==> config.mk <==
export PLATFORM = sky130hd
export DESIGN_NAME = fes_host_flat
export DESIGN_NICKNAME = d
export VERILOG_FILES = /design/src/design/fes_pkg.sv /design/src/design/fes_link_if.sv /design/src/design/fes_host.sv /design/src/flat_wrapper.sv
export VERILOG_INCLUDE_DIRS = /design/src /design/src/design
export SDC_FILE = /design/constraint.sdc
export NUM_CORES = 1
export LEC_CHECK = 0
export BUFFER_PORTS_ARGS = -buffer_cell sky130_fd_sc_hd__buf_2
export CAP_MARGIN = 20
export CORE_UTILIZATION = 27
export DETAILED_ROUTE_END_ITERATION = 6
export PLACE_DENSITY = 0.42
export SLEW_MARGIN = 20
export SYNTH_ARGS = -nofsm -noshare
export SYNTH_HDL_FRONTEND = slang
export SYNTH_SLANG_ARGS = --single-unit
==> constraint.sdc <==
create_clock -name CLK_IN -period 3.3 [get_ports CLK_IN]
set_input_delay 0.66 -clock CLK_IN [delete_from_list [all_inputs] [get_ports CLK_IN]]
set_output_delay 0.66 -clock CLK_IN [all_outputs]
set_load 0.01 [all_outputs]
==> src/design/fes_cfg.svh <==
// offsets, field values and timing counts of the init sequencer
//
// Summary of operation
// accel stays suspended until initialization completes
// host reruns whole sequence after every reset
// first step clears advanced power save
// wait at least 450 us after that
// sensor time low byte ticks every 39.25 us
// write init control 0x00, then load image
// bursts even length, appended in order
// image reads back through the feature window
// enable write 0x01 at most once per reset
// status message 0x1 within 150 ms, host polls
// success leaves device in configuration mode
// supply loss on either rail resets device
// writes 1000 us apart under power save
// host gives up polling after bounded timeout
`ifndef FES_CFG_SVH
`define FES_CFG_SVH

// device register offsets on the link
`define FES_REG_TIME0 8'h10
`define FES_REG_TIME1 8'h11
`define FES_REG_TIME2 8'h12
`define FES_REG_STATUS 8'h20
`define FES_REG_INIT_CTRL 8'h30
`define FES_REG_WINDOW 8'h31
`define FES_REG_PWR 8'h40
`define FES_REG_CMD 8'h41

// device field values
`define FES_PSAVE_ON 1'b1
`define FES_PSAVE_OFF 8'h00
`define FES_INIT_LOAD 8'h00
`define FES_INIT_ENABLE 8'h01
`define FES_SOFT_RESET 8'hA5
`define FES_MSG_NONE 4'h0
`define FES_MSG_OK 4'h1
`define FES_MSG_ERR 4'h2
`define FES_IMG_BYTES 1024
`define FES_IMG_WORDS 512
`define FES_BURST_LEN 16

// host wishbone register offsets
`define FES_WB_CTRL 8'h00
`define FES_WB_STATUS 8'h04
`define FES_WB_LEN 8'h08
`define FES_WB_IRQ_STAT 8'h0C
`define FES_WB_IRQ_CLR 8'h10
`define FES_WB_IRQ_EN 8'h14

// timing
`define FES_CLK_NS 50
`define FES_TICK_NS 39250
`define FES_TICK_CYC (`FES_TICK_NS / `FES_CLK_NS)
`define FES_PSAVE_WAIT_US 450
`define FES_PSAVE_WAIT_CYC ((`FES_PSAVE_WAIT_US * 1000 + `FES_CLK_NS - 1) / `FES_CLK_NS)
`define FES_WRITE_GAP_US 1000
`define FES_INIT_MS 140
`define FES_INIT_CYC ((`FES_INIT_MS * 1000000) / `FES_CLK_NS)
`define FES_TIMEOUT_MS 160
`define FES_TIMEOUT_CYC ((`FES_TIMEOUT_MS * 1000000) / `FES_CLK_NS)

`endif

==> src/design/fes_pkg.sv <==
// types shared by both ends of the init sequencer
package fes_pkg;
  typedef logic [7:0] fes_byte_t;
  typedef enum logic [3:0] {
    DEV_SUSPEND = 4'b0001,
    DEV_INIT = 4'b0010,
    DEV_READY = 4'b0100,
    DEV_FAIL = 4'b1000
  } fes_dev_state_t;
  typedef enum logic [7:0] {
    H_IDLE = 8'b00000001,
    H_PSAVE = 8'b00000010,
    H_WAIT = 8'b00000100,
    H_INIT0 = 8'b00001000,
    H_LOAD = 8'b00010000,
    H_VERIFY = 8'b00100000,
    H_ENABLE = 8'b01000000,
    H_POLL = 8'b10000000
  } fes_host_state_t;
endpackage

==> src/design/fes_link_if.sv <==
// byte register link between host controller and device
`timescale 1ns/100ps
interface fes_link_if;
  logic req;
  logic we;
  logic first;
  logic last;
  logic [7:0] addr;
  logic [7:0] wdata;
  logic [7:0] rdata;
  logic ack;
  modport host(output req, we, first, last, addr, wdata,
               input rdata, ack);
  modport dev(input req, we, first, last, addr, wdata,
              output rdata, ack);
endinterface

==> src/design/fes_host.sv <==
// host end: wishbone-controlled initialization sequencer
//
// Local design decisions: the Wishbone register port and the register offsets.
`timescale 1ns/100ps
`include "fes_cfg.svh"
module fes_host #(
  parameter int PSAVE_WAIT_CYC = `FES_PSAVE_WAIT_CYC,
  parameter int TIMEOUT_CYC = `FES_TIMEOUT_CYC
) (
  input wire logic CLK_IN,
  input wire logic RST_N_IN,
  input wire logic WB_CYC_IN,
  input wire logic WB_STB_IN,
  input wire logic WB_WE_IN,
  input wire logic [7:0] WB_ADR_IN,
  input wire logic [31:0] WB_DAT_IN,
  input wire logic [3:0] WB_SEL_IN,
  output logic [31:0] WB_DAT_OUT,
  output logic WB_ACK_OUT,
  output logic IRQ_OUT,
  output logic [10:0] IMG_ADDR_OUT,
  input wire fes_pkg::fes_byte_t IMG_DATA_IN,
  fes_link_if.host LINK
);
  import fes_pkg::*;

  function automatic logic wb_hit(input logic [7:0] a,
                                  input logic [7:0] r);
    wb_hit = (a == r);
  endfunction

  fes_host_state_t state_ff;
  logic wb_ack_ff;
  logic [31:0] wb_dat_ff;
  logic verify_en_ff;
  logic [10:0] len_ff;
  logic busy_ff;
  logic done_ff;
  logic fail_ff;
  logic verr_ff;
  logic tmo_ff;
  logic enabled_once_ff;
  logic [3:0] msg_ff;
  logic [1:0] irq_stat_ff;
  logic [1:0] irq_en_ff;
  logic [21:0] wait_ff;
  logic [10:0] cnt_ff;
  logic [4:0] burst_ff;
  logic req_ff;
  logic we_ff;
  logic first_ff;
  logic last_ff;
  fes_byte_t addr_ff;
  fes_byte_t wdata_ff;

  // wishbone decode
  wire wb_req = WB_CYC_IN & WB_STB_IN & ~wb_ack_ff;
  wire wb_wr = wb_req & WB_WE_IN & WB_SEL_IN[0];
  wire wr_ctrl = wb_wr & wb_hit(WB_ADR_IN, `FES_WB_CTRL);
  wire wr_len = wb_wr & wb_hit(WB_ADR_IN, `FES_WB_LEN);
  wire wr_clr = wb_wr & wb_hit(WB_ADR_IN, `FES_WB_IRQ_CLR);
  wire wr_en = wb_wr & wb_hit(WB_ADR_IN, `FES_WB_IRQ_EN);
  wire start = wr_ctrl & WB_DAT_IN[0] & (state_ff == H_IDLE) & ~req_ff;
  wire rearm = wr_ctrl & WB_DAT_IN[2];

  // state flags
  wire s_psave = (state_ff == H_PSAVE);
  wire s_init0 = (state_ff == H_INIT0);
  wire s_load = (state_ff == H_LOAD);
  wire s_verify = (state_ff == H_VERIFY);
  wire s_enable = (state_ff == H_ENABLE);
  wire s_poll = (state_ff == H_POLL);
  wire s_issue = s_psave | s_init0 | s_load | s_verify | s_enable | s_poll;
  wire issue = s_issue & ~req_ff;
  wire got = LINK.ack & req_ff;
  wire last_byte = (cnt_ff == len_ff - 11'h001);
  wire burst_end = (burst_ff == 5'(`FES_BURST_LEN - 1)) | last_byte;
  wire wait_done = (wait_ff == 22'(PSAVE_WAIT_CYC - 1));
  wire tmo_hit = (wait_ff == 22'(TIMEOUT_CYC - 1));
  wire [3:0] rx_msg = LINK.rdata[3:0];
  wire mism = (LINK.rdata != IMG_DATA_IN);

  // events of the sequence
  wire done_ev = s_poll & got & (rx_msg == `FES_MSG_OK);
  wire fail_poll = s_poll & ~done_ev &
                   ((got & (rx_msg == `FES_MSG_ERR)) | tmo_hit);
  wire fail_ver = s_verify & got & mism;
  wire fail_once = start & enabled_once_ff;
  wire fail_ev = fail_poll | fail_ver | fail_once;

  // next link request of the current step
  wire fes_byte_t op_addr =
    s_psave ? `FES_REG_PWR :
    (s_init0 | s_enable) ? `FES_REG_INIT_CTRL :
    (s_load | s_verify) ? `FES_REG_WINDOW : `FES_REG_STATUS;
  wire fes_byte_t op_wdata =
    s_psave ? `FES_PSAVE_OFF :
    s_init0 ? `FES_INIT_LOAD :
    s_enable ? `FES_INIT_ENABLE : IMG_DATA_IN;
  wire op_we = ~(s_verify | s_poll);
  wire op_first = s_load ? (burst_ff == 5'h00) : (cnt_ff == 11'h000);
  wire op_last = (s_load & burst_end) | (s_verify & last_byte);

  // link request registers, held until answered
  always_ff @(posedge CLK_IN) begin
    if (!RST_N_IN) begin
      req_ff <= 1'b0;
      we_ff <= 1'b0;
      first_ff <= 1'b0;
      last_ff <= 1'b0;
      addr_ff <= 8'h00;
      wdata_ff <= 8'h00;
    end else if (issue) begin
      req_ff <= 1'b1;
      we_ff <= op_we;
      first_ff <= op_first;
      last_ff <= op_last;
      addr_ff <= op_addr;
      wdata_ff <= op_wdata;
    end else if (LINK.ack) begin
      req_ff <= 1'b0;
    end
  end

  // sequence state machine
  always_ff @(posedge CLK_IN) begin
    if (!RST_N_IN) begin
      state_ff <= H_IDLE;
      wait_ff <= 22'h000000;
      cnt_ff <= 11'h000;
      burst_ff <= 5'h00;
    end else begin
      case (state_ff)
        H_IDLE: begin
          if (start && !enabled_once_ff) begin
            state_ff <= H_PSAVE;
          end
        end
        H_PSAVE: begin
          if (got) begin
            state_ff <= H_WAIT;
            wait_ff <= 22'h000000;
          end
        end
        H_WAIT: begin
          // the clearing write is the only one under power save
          wait_ff <= wait_ff + 22'h000001;
          if (wait_done) begin
            state_ff <= H_INIT0;
          end
        end
        H_INIT0: begin
          if (got) begin
            state_ff <= (len_ff == 11'h000) ? H_ENABLE : H_LOAD;
            cnt_ff <= 11'h000;
            burst_ff <= 5'h00;
          end
        end
        H_LOAD: begin
          if (got) begin
            cnt_ff <= cnt_ff + 11'h001;
            burst_ff <= last_ff ? 5'h00 : burst_ff + 5'h01;
            if (last_byte) begin
              state_ff <= verify_en_ff ? H_VERIFY : H_ENABLE;
              cnt_ff <= 11'h000;
            end
          end
        end
        H_VERIFY: begin
          if (fail_ver) begin
            state_ff <= H_IDLE;
          end else if (got) begin
            cnt_ff <= cnt_ff + 11'h001;
            if (last_byte) begin
              state_ff <= H_ENABLE;
            end
          end
        end
        H_ENABLE: begin
          if (got) begin
            state_ff <= H_POLL;
            wait_ff <= 22'h000000;
          end
        end
        H_POLL: begin
          wait_ff <= wait_ff + 22'h000001;
          if (done_ev || fail_poll) begin
            state_ff <= H_IDLE;
          end
        end
        default: state_ff <= H_IDLE;
      endcase
    end
  end

  // status flags and the once-only enable guard
  always_ff @(posedge CLK_IN) begin
    if (!RST_N_IN) begin
      busy_ff <= 1'b0;
      done_ff <= 1'b0;
      fail_ff <= 1'b0;
      verr_ff <= 1'b0;
      tmo_ff <= 1'b0;
      enabled_once_ff <= 1'b0;
      msg_ff <= 4'h0;
    end else begin
      if (start) begin
        busy_ff <= ~enabled_once_ff;
        done_ff <= 1'b0;
        fail_ff <= 1'b0;
        verr_ff <= 1'b0;
        tmo_ff <= 1'b0;
      end
      if (done_ev || fail_ev) begin
        busy_ff <= 1'b0;
        done_ff <= done_ev;
        fail_ff <= fail_ev;
      end
      if (fail_ver) begin
        verr_ff <= 1'b1;
      end
      if (s_poll && tmo_hit && !done_ev) begin
        tmo_ff <= 1'b1;
      end
      if (s_poll && got) begin
        msg_ff <= rx_msg;
      end
      if (s_enable && got) begin
        enabled_once_ff <= 1'b1;
      end else if (rearm) begin
        enabled_once_ff <= 1'b0;
      end
    end
  end

  // software registers and interrupt status; set beats clear
  always_ff @(posedge CLK_IN) begin
    if (!RST_N_IN) begin
      verify_en_ff <= 1'b0;
      len_ff <= 11'h000;
      irq_en_ff <= 2'h0;
      irq_stat_ff <= 2'h0;
    end else begin
      if (wr_ctrl) begin
        verify_en_ff <= WB_DAT_IN[1];
      end
      if (wr_len) begin
        len_ff <= {WB_DAT_IN[10:1], 1'b0};
      end
      if (wr_en) begin
        irq_en_ff <= WB_DAT_IN[1:0];
      end
      irq_stat_ff <= (irq_stat_ff & ~(wr_clr ? WB_DAT_IN[1:0] : 2'h0)) |
                     {fail_ev, done_ev};
    end
  end

  // wishbone read data
  wire [31:0] status_word = {20'h00000, msg_ff, 2'h0, enabled_once_ff,
                             tmo_ff, verr_ff, fail_ff, done_ff, busy_ff};
  wire [31:0] rd_mux =
    wb_hit(WB_ADR_IN, `FES_WB_CTRL) ? {30'h0, verify_en_ff, 1'b0} :
    wb_hit(WB_ADR_IN, `FES_WB_STATUS) ? status_word :
    wb_hit(WB_ADR_IN, `FES_WB_LEN) ? {21'h000000, len_ff} :
    wb_hit(WB_ADR_IN, `FES_WB_IRQ_STAT) ? {30'h0, irq_stat_ff} :
    wb_hit(WB_ADR_IN, `FES_WB_IRQ_EN) ? {30'h0, irq_en_ff} : 32'h0;

  // wishbone answer one cycle after the strobe
  always_ff @(posedge CLK_IN) begin
    if (!RST_N_IN) begin
      wb_ack_ff <= 1'b0;
      wb_dat_ff <= 32'h00000000;
    end else begin
      wb_ack_ff <= wb_req;
      if (wb_req && !WB_WE_IN) begin
        wb_dat_ff <= rd_mux;
      end
    end
  end

  // outputs
  assign WB_ACK_OUT = wb_ack_ff;
  assign WB_DAT_OUT = wb_dat_ff;
  assign IRQ_OUT = |(irq_stat_ff & irq_en_ff);
  assign IMG_ADDR_OUT = cnt_ff;
  assign LINK.req = req_ff;
  assign LINK.we = we_ff;
  assign LINK.first = first_ff;
  assign LINK.last = last_ff;
  assign LINK.addr = addr_ff;
  assign LINK.wdata = wdata_ff;
endmodule

==> src/flat_wrapper.sv <==
// flat-port wrapper written by rule: the top's interface ports become plain ports
module fes_host_flat import fes_pkg::*;
#(
  parameter int PSAVE_WAIT_CYC = `FES_PSAVE_WAIT_CYC,
  parameter int TIMEOUT_CYC = `FES_TIMEOUT_CYC
)
  (CLK_IN, RST_N_IN, WB_CYC_IN, WB_STB_IN, WB_WE_IN, WB_ADR_IN, WB_DAT_IN, WB_SEL_IN, WB_DAT_OUT, WB_ACK_OUT, IRQ_OUT, IMG_ADDR_OUT, IMG_DATA_IN, LINK_req, LINK_we, LINK_first, LINK_last, LINK_addr, LINK_wdata, LINK_rdata, LINK_ack);
  fes_link_if LINK_i ();
  input wire logic CLK_IN;
  input wire logic RST_N_IN;
  input wire logic WB_CYC_IN;
  input wire logic WB_STB_IN;
  input wire logic WB_WE_IN;
  input wire logic [7:0] WB_ADR_IN;
  input wire logic [31:0] WB_DAT_IN;
  input wire logic [3:0] WB_SEL_IN;
  output logic [31:0] WB_DAT_OUT;
  output logic WB_ACK_OUT;
  output logic IRQ_OUT;
  output logic [10:0] IMG_ADDR_OUT;
  input wire fes_pkg::fes_byte_t IMG_DATA_IN;
  output wire logic [$bits(LINK_i.req)-1:0] LINK_req;
  output wire logic [$bits(LINK_i.we)-1:0] LINK_we;
  output wire logic [$bits(LINK_i.first)-1:0] LINK_first;
  output wire logic [$bits(LINK_i.last)-1:0] LINK_last;
  output wire logic [$bits(LINK_i.addr)-1:0] LINK_addr;
  output wire logic [$bits(LINK_i.wdata)-1:0] LINK_wdata;
  input wire logic [$bits(LINK_i.rdata)-1:0] LINK_rdata;
  input wire logic [$bits(LINK_i.ack)-1:0] LINK_ack;
  assign LINK_req = LINK_i.req;
  assign LINK_we = LINK_i.we;
  assign LINK_first = LINK_i.first;
  assign LINK_last = LINK_i.last;
  assign LINK_addr = LINK_i.addr;
  assign LINK_wdata = LINK_i.wdata;
  assign LINK_i.rdata = LINK_rdata;
  assign LINK_i.ack = LINK_ack;
  fes_host #(.PSAVE_WAIT_CYC(PSAVE_WAIT_CYC), .TIMEOUT_CYC(TIMEOUT_CYC)) u_core (.CLK_IN(CLK_IN), .RST_N_IN(RST_N_IN), .WB_CYC_IN(WB_CYC_IN), .WB_STB_IN(WB_STB_IN), .WB_WE_IN(WB_WE_IN), .WB_ADR_IN(WB_ADR_IN), .WB_DAT_IN(WB_DAT_IN), .WB_SEL_IN(WB_SEL_IN), .WB_DAT_OUT(WB_DAT_OUT), .WB_ACK_OUT(WB_ACK_OUT), .IRQ_OUT(IRQ_OUT), .IMG_ADDR_OUT(IMG_ADDR_OUT), .IMG_DATA_IN(IMG_DATA_IN), .LINK(LINK_i));
endmodule
==> impl_results.md, run 1 <==
* # port buffers at between 80 and 90
* Post-synth cell types at 74
* Syn_area_per_cell at just over 8 sq um
* Clk buf depth at 2
* Unrepaired setup endpoints after global routing: false
* Async SR Flop Fraction at 0%
* Share of cells above drive strength 1 at 19.2%
* R2r worst-path depth at 6
* Critical path class: flip-flop to flip-flop
* Worst EP arrival at 3050 ps
* Reg-to-Reg Start: u_core.state_ff[2]$_SDFFE_PN0P_
* Pwr per Cell Area at 379 nW/um^2
* First-pass GRT wire length at 24.6 mm
* WL final at around 15 mm
* Largest family of logic cells by synthesized area: simple AND/OR/NAND/NOR gates
* Xor/xnor cell area share of the yosys netlist at 5.97%
* Largest net degree at the start of global routing at 38
* Clk slew on worst S/H paths at 80 ps
* Vias per inst at 4.88
* Critical Path End Type: flip-flop
* Worst-Margin Slew at about 860 ps
* TritonCTS clock tree: done
* Critical path startpoint category: flip-flop
* Placement Cell Area at 6040 sq um
* Vias in the first global route at approximately 4600
* Area delta synth->final at 16.9%
* CP endpoint: u_core.LINK.wdata[0]$_SDFFE_PN0P_
* Status: finished clean
* Die area at 20700 sq um
* Tmin final at 2760 ps
* Mapped cell area at 5420 sq um
* Grt ovf at 0
* Post-CTS Setup Bufs at 0
* Hold_ws at about 450 ps
* Top sig layer: met4
* Initial Util at between 20% and 30%
* Metal3 WL at ~570 um
* Detailed placer's ending HPWL at 11.6 mm
* Min-delay worst type: flip-flop to flip-flop
* Worst reg2reg path endpoint: u_core.LINK.wdata[0]$_SDFFE_PN0P_
* Compound-cell area share of the yosys netlist at 15.9%
* # setup viols final at 0
* Antenna fix cells at 0
* DRT Pass-1 Iters at 4
* Top cell type's share of synthesized area at 36.9%
* RD Place Congestion at 0.829
* Worst skew pair latency at 360 ps
* DIE HEIGHT at 144 um
* Fin area at 6340 sq um
* Fin. Hold Viols at 0
* Syn Inst Count at roughly 670
* CTS Hold Bufs at 0
* Seq cells post-synth at 100
* Fin Setup TNS at 0 ps
* Max Cap Viol at 0
* Core Area at 19600 sq um
* Number of flops mapped to enable cells by yosys at 0
* Max Slew Vio Count at 0
* Num rows at 51
* Core Util, Final at 32.4%
* Clk Tree Root Cell: clkbuf_16
* Final net count at 813
* Initial DRC Count at between 200 and 250
* Ys flop type: dfxtp_1
* Dominant cell type by area after synthesis: dfxtp_1
* Ports at 131
* Max transition margin at 42.4%
* Crit path from: u_core.state_ff[2]$_SDFFE_PN0P_
* Ys Warns at 0
* Leakage power at 0.00237 uW
* Avg WL per Cell at around 15 um
* H-tree levels at 3
* Simple-gate share of the synthesized area at 30.1%
* Sequential share of the synthesized area at 36.9%
* GRT Util Overall at 15.4%
* Clock Sinks at 100
* Post-synthesis mux area share at 1.85%
* CTS buffer count at 9
* Worst VDD drop at 0.233 mV
* Largest cells by area after synthesis: dfxtp_1 (37%), nor2_1 (5.8%), a21oi_1 (5.3%)
* Met1 WL at 7.21 mm
* Post-Synth Adder-Cell Area at roughly 1.6%
* Detail Route met2 WL at between 7 and 8 mm
* Post-route ant nets at 0
* Highest-count cells in the layout ignoring fill and taps: dfxtp_1 (100), nor2_1 (84), buf_2 (82), a21oi_1 (57), nand2_1 (52)
* Leading cell type in the layout, fill and taps excluded: dfxtp_1
* DR vias at 4924
* CP required at 3580 ps
* Initial antenna violation count at 0
* Final worst path period share at 83.7%
* Die Wd at 144 um
* Achievable frequency at 362 MHz
* Clk_skew at between 10 and 15 ps
* Crit Path Max Fanout at 14
* PostCTS Resize Cnt at 0
* # DRC at 0
* Flop2flop setup slack at 540 ps
[stage by stage]
step,cells,total power [uW],setup WS [ps]
3_3_place_gp,993,1360,531
5_1_grt,1010,2500,310
4_1_cts,1009,2440,586
6_report,1010,2400,537
2_1_floorplan,690,1330,743
3_5_place_dp,993,1360,551
[state kept, by name (all words and copies together) (netlist names), 2 cells and up]
register / count
u_core.burst_ff: 5
u_core.msg_ff: 4
u_core.irq_en_ff: 2
u_core.irq_stat_ff: 2
u_core.state_ff: 8
u_core.WB_DAT_OUT: 12
u_core.len_ff: 10
u_core.wait_ff: 22
u_core.LINK.addr: 4
u_core.IMG_ADDR_OUT: 11
u_core.LINK.wdata: 8
[power breakdown]
group	switching [uW]	total (uW)	internal (uW)
logic	74.7	116	41.6
clock network	522	1070	549
registers	2.46	1210	1210
[metal layers]
metal,up-vias,track usage (%)
met5,-,0
met4,0,5.04
met3,20,2.93
met2,96,25.9
met1,2331,19.7
li1,2477,-
[worst max-delay path: stages (launching register included)]
cell       delay (ps)
dfxtp_1           340
or4_4             590
nor3_2            420
nor4_2            180
a31oi_2           630
o2111ai_1         330
a21oi_1           210
[cell usage after synthesis, drive strengths merged (7+ instances only)]
library cell and n:
nand4 10, o21ai 21, buf 37, nand3 39, nor4 14, a21oi 58
xor2 8, inv 19, o21a 7, nand2b 7, mux2i 10, nor3 33
dfxtp 100, nand2 52, or3 15, nand4b 8, a221oi 9, clkbuf 22
ha 7, nor2 85, xnor2 29
[worst min path at each step]
stage	from	endpoint	slack, ps	cells past startpoint
final	u_core.WB_DAT_OUT[7]$_SDFFE_PN0P_	u_core.WB_DAT_OUT[7]$_SDFFE_PN0P_	450	2
after global routing	u_core.LINK.wdata[6]$_SDFFE_PN0P_	u_core.LINK.wdata[6]$_SDFFE_PN0P_	480	2
after CTS	u_core.WB_DAT_OUT[7]$_SDFFE_PN0P_	u_core.WB_DAT_OUT[7]$_SDFFE_PN0P_	460	2
after detailed placement	u_core.WB_DAT_OUT[7]$_SDFFE_PN0P_	u_core.WB_DAT_OUT[7]$_SDFFE_PN0P_	450	2
after global placement	u_core.LINK.wdata[7]$_SDFFE_PN0P_	u_core.LINK.wdata[7]$_SDFFE_PN0P_	440	2
after floorplan	u_core.msg_ff[3]$_SDFFE_PN0P_	u_core.WB_DAT_OUT[11]$_SDFFE_PN0P_	450	2
[final cells by class]
cell class / instances / area (sq um)
timing repair buffer: 98 / 531
multi-input combinational: 511 / 3110
fill: 2125 / 13200
inverter: 20 / 75.1
tap: 265 / 332
clock buffer: 10 / 239
clock inverter: 6 / 55.1
sequential: 100 / 2000
[kinds of logic (layout without fill, tap and decap cells)]
logic type / after synthesis / count (layout)
flip-flops: 100 / 100
multiplexers: 10 / 10
other: 1 / 24
AO/OA/AOI/OAI: 131 / 131
adder cells (fa/ha/maj): 7 / 7
XOR/XNOR: 37 / 37
AND/OR/NAND/NOR: 302 / 302
buffers and inverters: 79 / 134
No activity file was read; power rests on OpenSTA's default activity.
==> inputs of run 2 (changes only) <==
--- a/config.mk
+++ b/config.mk
@@ -10,7 +10,7 @@
 export CAP_MARGIN = 20
 export CORE_UTILIZATION = 27
 export DETAILED_ROUTE_END_ITERATION = 6
-export PLACE_DENSITY = 0.42
+export PLACE_DENSITY = 0.44
 export SLEW_MARGIN = 20
 export SYNTH_ARGS = -nofsm -noshare
 export SYNTH_HDL_FRONTEND = slang
==> constraint.sdc (replaced) <==
create_clock -name CLK_IN -period 2.44 [get_ports CLK_IN]
set_input_delay 0.488 -clock CLK_IN [delete_from_list [all_inputs] [get_ports CLK_IN]]
set_output_delay 0.488 -clock CLK_IN [all_outputs]
set_load 0.01 [all_outputs]
==> impl_results.md, run 2 (synthesis gave the netlist of run 1 again) <==
* Num rows at 51 (unchanged)
* RD Place Congestion at 0.819 (-1.2%)
* Fin. Hold Viols at 0 (unchanged)
* Initial DRC Count at 250 (+24%)
* Core Area at 19600 sq um (unchanged)
* Crit path from: u_core.len_ff[1]$_SDFFE_PN0P_
* Die area at 20700 sq um (unchanged)
* Critical Path End Type: flip-flop
* Clk_skew at 11.5 ps (+0.439 ps)
* Worst VDD drop at 0.321 mV (+38%)
* Final worst path period share at 98.8% (+15 points)
* Crit Path Max Fanout at 5 (-9)
* Antenna fix cells at 0 (unchanged)
* Initial Util at 27.7% (unchanged)
* Pwr per Cell Area at 475 nW/um^2 (+26%)
* Tmin final at 2410 ps (-353 ps)
* Avg WL per Cell at 14.9 um (-3.2%)
* DRT Pass-1 Iters at 5 (+1)
* Max reg flops at 22 (unchanged)
* Vias in the first global route at 4837 (+5.9%)
* Reg-to-Reg Start: u_core.len_ff[1]$_SDFFE_PN0P_
* Ports at 131 (unchanged)
* CP endpoint: u_core.state_ff[6]$_SDFFE_PN0P_
* First-pass GRT wire length at 24.9 mm (+1.2%)
* Status: finished clean
* Leakage power at 0.00261 uW (+10%)
* Worst skew pair latency at 360 ps (about the same)
* Sequential Area at 2000 sq um (about the same)
* Die Wd at 144 um (unchanged)
* Fill cells at 2065 (-2.8%)
* Final net count at 858 (+5.5%)
* Detailed placer's ending HPWL at 12.1 mm (+4.2%)
* Grt ovf at 0 (unchanged)
* Clk slew on worst S/H paths at 80 ps (about the same)
* H-tree levels at 3 (unchanged)
* CTS Hold Bufs at 0 (unchanged)
* Clk buf depth at 2 (unchanged)
* Clock Sinks at 100 (unchanged)
* Highest-count cells in the layout ignoring fill and taps: dfxtp_1 (99), nor2_1 (84), buf_2 (82), buf_4 (60), a21oi_1 (57)
* Worst EP arrival at 2660 ps (-390 ps)
* Leading cell type in the layout, fill and taps excluded: dfxtp_1
* Worst reg2reg path endpoint: u_core.state_ff[6]$_SDFFE_PN0P_
* Min-delay worst type: input port to flip-flop
* Hold depth at 3 (+1)
* Unrepaired setup endpoints after global routing: true
* # port buffers at 82 (unchanged)
* Initial antenna violation count at 0 (unchanged)
* Critical path class: flip-flop to flip-flop
* Post-route ant nets at 0 (unchanged)
* Non-Filler Instances at 1055 (+4.5%)
* Max Slew Vio Count at 0 (unchanged)
* Vias per inst at 4.78 (-1.9%)
* CTS buffer count at 9 (unchanged)
* Hold_ws at 377 ps (-73.5 ps)
* Placement Cell Area at 6400 sq um (+6.0%)
* # DRC at 0 (unchanged)
* Fin Setup TNS at 0 ps (unchanged)
* DR vias at 5044 (+2.4%)
* Largest net degree at the start of global routing at 38 (unchanged)
* Clk Tree Root Cell: clkbuf_16
* Biggest register: u_core.wait_ff
* TritonCTS clock tree: done
* # setup viols final at 0 (unchanged)
* Max Cap Viol at 0 (unchanged)
* Dpl cells at 1038 (+4.5%)
* Achievable frequency at 415 MHz (+15%)
* Multi-input logic area at 3170 sq um (+2.1%)
* Flop2flop setup slack at 30 ps (-510 ps)
* Critical path startpoint category: flip-flop
* R2r worst-path depth at 9 (+3)
* Area delta synth->final at 24.6%
* GRT Util Overall at 15.6% (+0.19 points)
* Fin area at 6760 sq um (+6.6%)
* DIE HEIGHT at 144 um (unchanged)
* CP required at 2690 ps (-890 ps)
* WL final at 15.7 mm (+1.1%)
* Share of cells above drive strength 1 at 25.1% (+5.9 points)
[run 2: cell count changes in the layout (fill, tap and decap cells not counted), moves of 2 or more]
| cell | change |
|---|---|
| buf_4 | +44 |
| nor3_1 | -3 |
| clkinvlp_4 | +2 |
| inv_1 | -2 |
| inv_2 | +2 |
| nor3_2 | +2 |
[run 2: worst min-delay path by stage]
stage	from	to	slack (ps)
floorplan	u_core.msg_ff[3]$_SDFFE_PN0P_	u_core.WB_DAT_OUT[11]$_SDFFE_PN0P_	450
global placement	u_core.WB_DAT_OUT[7]$_SDFFE_PN0P_	u_core.WB_DAT_OUT[7]$_SDFFE_PN0P_	440
detailed placement	u_core.WB_DAT_OUT[7]$_SDFFE_PN0P_	u_core.WB_DAT_OUT[7]$_SDFFE_PN0P_	440
CTS	WB_DAT_IN[8]	u_core.len_ff[8]$_SDFFE_PN0P_	370
global route	WB_DAT_IN[5]	u_core.len_ff[5]$_SDFFE_PN0P_	390
finish	WB_DAT_IN[8]	u_core.len_ff[8]$_SDFFE_PN0P_	380
[run 2: timing repair]
| action | CTS | global route |
|---|---|---|
| pin swaps | 1 | 11 |
| setup buffers | 0 | 1 |
| endpoints found under the setup margin | 2 | 45 |
| resized for setup | 0 | 12 |
[run 2: cell type report]
type | instances | area share [%]
clock buffer | 9 | 3.33
multi-input combinational | 511 | 47.0
timing repair buffer | 143 | 13.0
clock inverter | 7 | 1.02
inverter | 20 | 1.11
tap | 265 | 4.91
sequential | 100 | 29.6
[run 2: report_power, final]
group	total, uW	internal, uW	switching [uW]
sequential	1640	1640	3.55
clock	1410	717	692
combinational	163	61.9	101
[run 2: critical path, stage by stage, from the launching register on]
cell and delay, ps:
dfxtp_2 330, inv_2 60, ha_4 120, or4b_4 510, o21a_1 210, o211ai_1 240
a311oi_4 180, a22oi_4 350, nor2_4 80, a32o_1 220
[run 2: per-layer routing]
| metal | vias to the layer above | share of wire (%) | global-route usage [%] |
|---|---|---|---|
| met2 | 82 | 49 | 26.8 |
| met5 | - | 0 | 0 |
| met1 | 2372 | 46 | 19.6 |
| met3 | 21 | 3.0 | 2.63 |
| met4 | 0 | 2.1 | 5.32 |
| li1 | 2569 | - | - |
[run 2: metrics by stage]
step                      worst slack, ps  utilization (%)  total power [uW]
after floorplan                      4.78                -              1790
final                                29.5             34.5              3210
after CTS                            28.0             34.2              3270
after global placement               -129             32.7              1840
after detailed placement             -154             32.7              1840
after global routing                -73.2             34.5              3360
==> inputs of run 3 (changes only) <==
--- a/config.mk
+++ b/config.mk
@@ -11,6 +11,7 @@
 export CORE_UTILIZATION = 27
 export DETAILED_ROUTE_END_ITERATION = 6
 export PLACE_DENSITY = 0.44
+export RECOVER_POWER = 100
 export SLEW_MARGIN = 20
 export SYNTH_ARGS = -nofsm -noshare
 export SYNTH_HDL_FRONTEND = slang
==> impl_results.md, run 3 (synthesis gave the netlist of run 1 again) <==
* First-pass GRT wire length at 24.9 mm (unchanged)
* CP required at 2690 ps (about the same)
* Detailed placer's ending HPWL at 12.1 mm (unchanged)
* Reg-to-Reg Start: u_core.len_ff[1]$_SDFFE_PN0P_
* DIE HEIGHT at 144 um (unchanged)
* Achievable frequency at 413 MHz (-0.44%)
* GR Layer Usage met3 at 2.63% (unchanged)
* Fin. Hold Viols at 0 (unchanged)
* Logic pwr share at 5.0% (about the same)
* Critical Path End Type: flip-flop
* Max reg flops at 22 (unchanged)
* Avg WL per Cell at 14.9 um (+0.28%)
* Max Cap Viol at 0 (unchanged)
* Net Sw Frac at 24.9% (+0.10 points)
* # DRC at 0 (unchanged)
* Grt ovf at 0 (unchanged)
* Vias in the first global route at 4837 (unchanged)
* Psw at 801 uW (+0.45%)
* Critical path startpoint category: flip-flop
* CTS buffer count at 9 (unchanged)
* Initial Util at 27.7% (unchanged)
* Met1 usage at 19.6% (unchanged)
* Crit Path Max Fanout at 5 (unchanged)
* Min-Delay Endpoint: u_core.len_ff[8]$_SDFFE_PN0P_
* Initial antenna violation count at 0 (unchanged)
* Status: finished clean
* TritonCTS clock tree: done
* RD Place Congestion at 0.819 (unchanged)
* Clock power frac at 43.9% (about the same)
* Clk_skew at 12.0 ps (+0.507 ps)
* WL final at 15.7 mm (+0.28%)
* Largest net degree at the start of global routing at 38 (unchanged)
* Tmin final at 2420 ps (+10.7 ps)
* Vias per inst at 4.82 (+0.73%)
* Num rows at 51 (unchanged)
* Worst skew pair latency at 360 ps (about the same)
* Die area at 20700 sq um (unchanged)
* Worst VDD drop at 0.322 mV (+0.34%)
* Clock Sinks at 100 (unchanged)
* Clk slew on worst S/H paths at 80 ps (about the same)
* Fin Setup TNS at 0 ps (unchanged)
* Leakage power at 0.00244 uW (-6.7%)
* Max transition margin at 48.3%
* Biggest register: u_core.wait_ff
* Clk Tree Root Cell: clkbuf_16
* Worst EP arrival at 2670 ps (about the same)
* Initial DRC Count at 253 (+1.2%)
* GRT Util Overall at 15.6% (unchanged)
* DR vias at 5081 (+0.73%)
* Max Slew Vio Count at 0 (unchanged)
* Busiest layer in global routing: met2
* Share of cells above drive strength 1 at 20.0% (-5.1 points)
* Final worst path period share at 99.2% (+0.44 points)
* R2r worst-path depth at 9 (unchanged)
* # port buffers at 82 (unchanged)
* Core Area at 19600 sq um (unchanged)
* Clk buf depth at 2 (unchanged)
* GRT met2 Usage at 26.8% (unchanged)
* Pwr per Cell Area at 479 nW/um^2 (+0.86%)
* Antenna fix cells at 0 (unchanged)
* H-tree levels at 3 (unchanged)
* Flop2flop setup slack at 20 ps (about the same)
* Leading cell type in the layout, fill and taps excluded: dfxtp_1
* Worst reg2reg path endpoint: u_core.state_ff[6]$_SDFFE_PN0P_
* Ports at 131 (unchanged)
* Total internal power at 2410 uW (about the same)
* Hold depth at 3 (unchanged)
* Min-delay worst type: input port to flip-flop
* Total power at 3210 uW (about the same)
* Critical path class: flip-flop to flip-flop
* Die Wd at 144 um (unchanged)
* CTS Hold Bufs at 0 (unchanged)
* DRT Pass-1 Iters at 5 (unchanged)
* Reg power frac at 51.1% (about the same)
* Unrepaired setup endpoints after global routing: true
* Core Util, Final at 34.2% (-0.28 points)
* # setup viols final at 0 (unchanged)
* Post-route ant nets at 0 (unchanged)
* Area delta synth->final at 23.6%
* Final net count at 858 (unchanged)
* Worst-Margin Slew at between 700 and 800 ps
* Hold Startpoint: WB_DAT_IN[8]
* Highest-count cells in the layout ignoring fill and taps: dfxtp_1 (99), nor2_1 (84), buf_4 (58), a21oi_1 (57), nand2_1 (52)
run 3: how the worst max path moves through the flow:
stage	from	slack, ps	cells after the start	to
2_1_floorplan	u_core.len_ff[1]$_SDFFE_PN0P_	5	11	u_core.IMG_ADDR_OUT[9]$_SDFFE_PN0P_
3_3_place_gp	WB_ADR_IN[1]	-130	8	u_core.state_ff[2]$_SDFFE_PN0P_
3_5_place_dp	WB_ADR_IN[1]	-150	8	u_core.state_ff[2]$_SDFFE_PN0P_
4_1_cts	u_core.len_ff[2]$_SDFFE_PN0P_	30	9	u_core.state_ff[6]$_SDFFE_PN0P_
5_1_grt	u_core.state_ff[0]$_SDFFE_PN1P_	-70	8	u_core.IMG_ADDR_OUT[8]$_SDFFE_PN0P_
6_report	u_core.len_ff[1]$_SDFFE_PN0P_	20	9	u_core.state_ff[6]$_SDFFE_PN0P_
run 3: area by class of cell:
cell class	instances	area (sq um)
Clock buffer	9	225
Inverter	20	75.1
Fill cell	2083	12900
Multi-Input combinational cell	511	3170
Timing Repair Buffer	143	826
Tap cell	265	332
Sequential cell	100	2000
Clock inverter	7	68.8
run 3: routing by layer:
layer | share of wire [%] | wire, um | vias up
met5 | 0 | 0 | -
li1 | - | - | 2571
met3 | 3.1 | 483 | 21
met1 | 45 | 7130 | 2394
met2 | 49 | 7760 | 95
met4 | 2.1 | 329 | 0
run 3: power groups by stage:
stage | registers, uW | clock network (uW) | logic, uW
2_1_floorplan | 1680 | 0 | 111
3_5_place_dp | 1680 | 0 | 164
3_3_place_gp | 1680 | 0 | 163
4_1_cts | 1640 | 1460 | 165
5_1_grt | 1640 | 1530 | 181
6_report | 1640 | 1410 | 161
run 3: what timing repair did:
action | 4_1_cts | 5_1_grt
setup endpoints to repair | 2 | 45
setup buffers | 0 | 1
pin swaps | 1 | 11
resized for setup | 0 | 12
run 3: worst max-delay path, cell delays in order (launching register included):
cell	delay (ps)
dfxtp_2	330
inv_2	60
ha_4	120
or4b_4	510
o21a_1	210
o211ai_1	240
a311oi_4	180
a22oi_4	350
nor2_4	80
a32o_1	220
run 3: stage by stage:
step | area (sq um) | hold slack [ps] | instances | setup WS [ps]
2_1_floorplan | 5530 | 448 | 690 | 4.78
3_3_place_gp | 6400 | 439 | 1038 | -129
3_5_place_dp | 6400 | 442 | 1038 | -154
4_1_cts | 6700 | 370 | 1054 | 28.0
5_1_grt | 6700 | 390 | 1055 | -73.2
6_report | 6700 | 376 | 1055 | 18.8
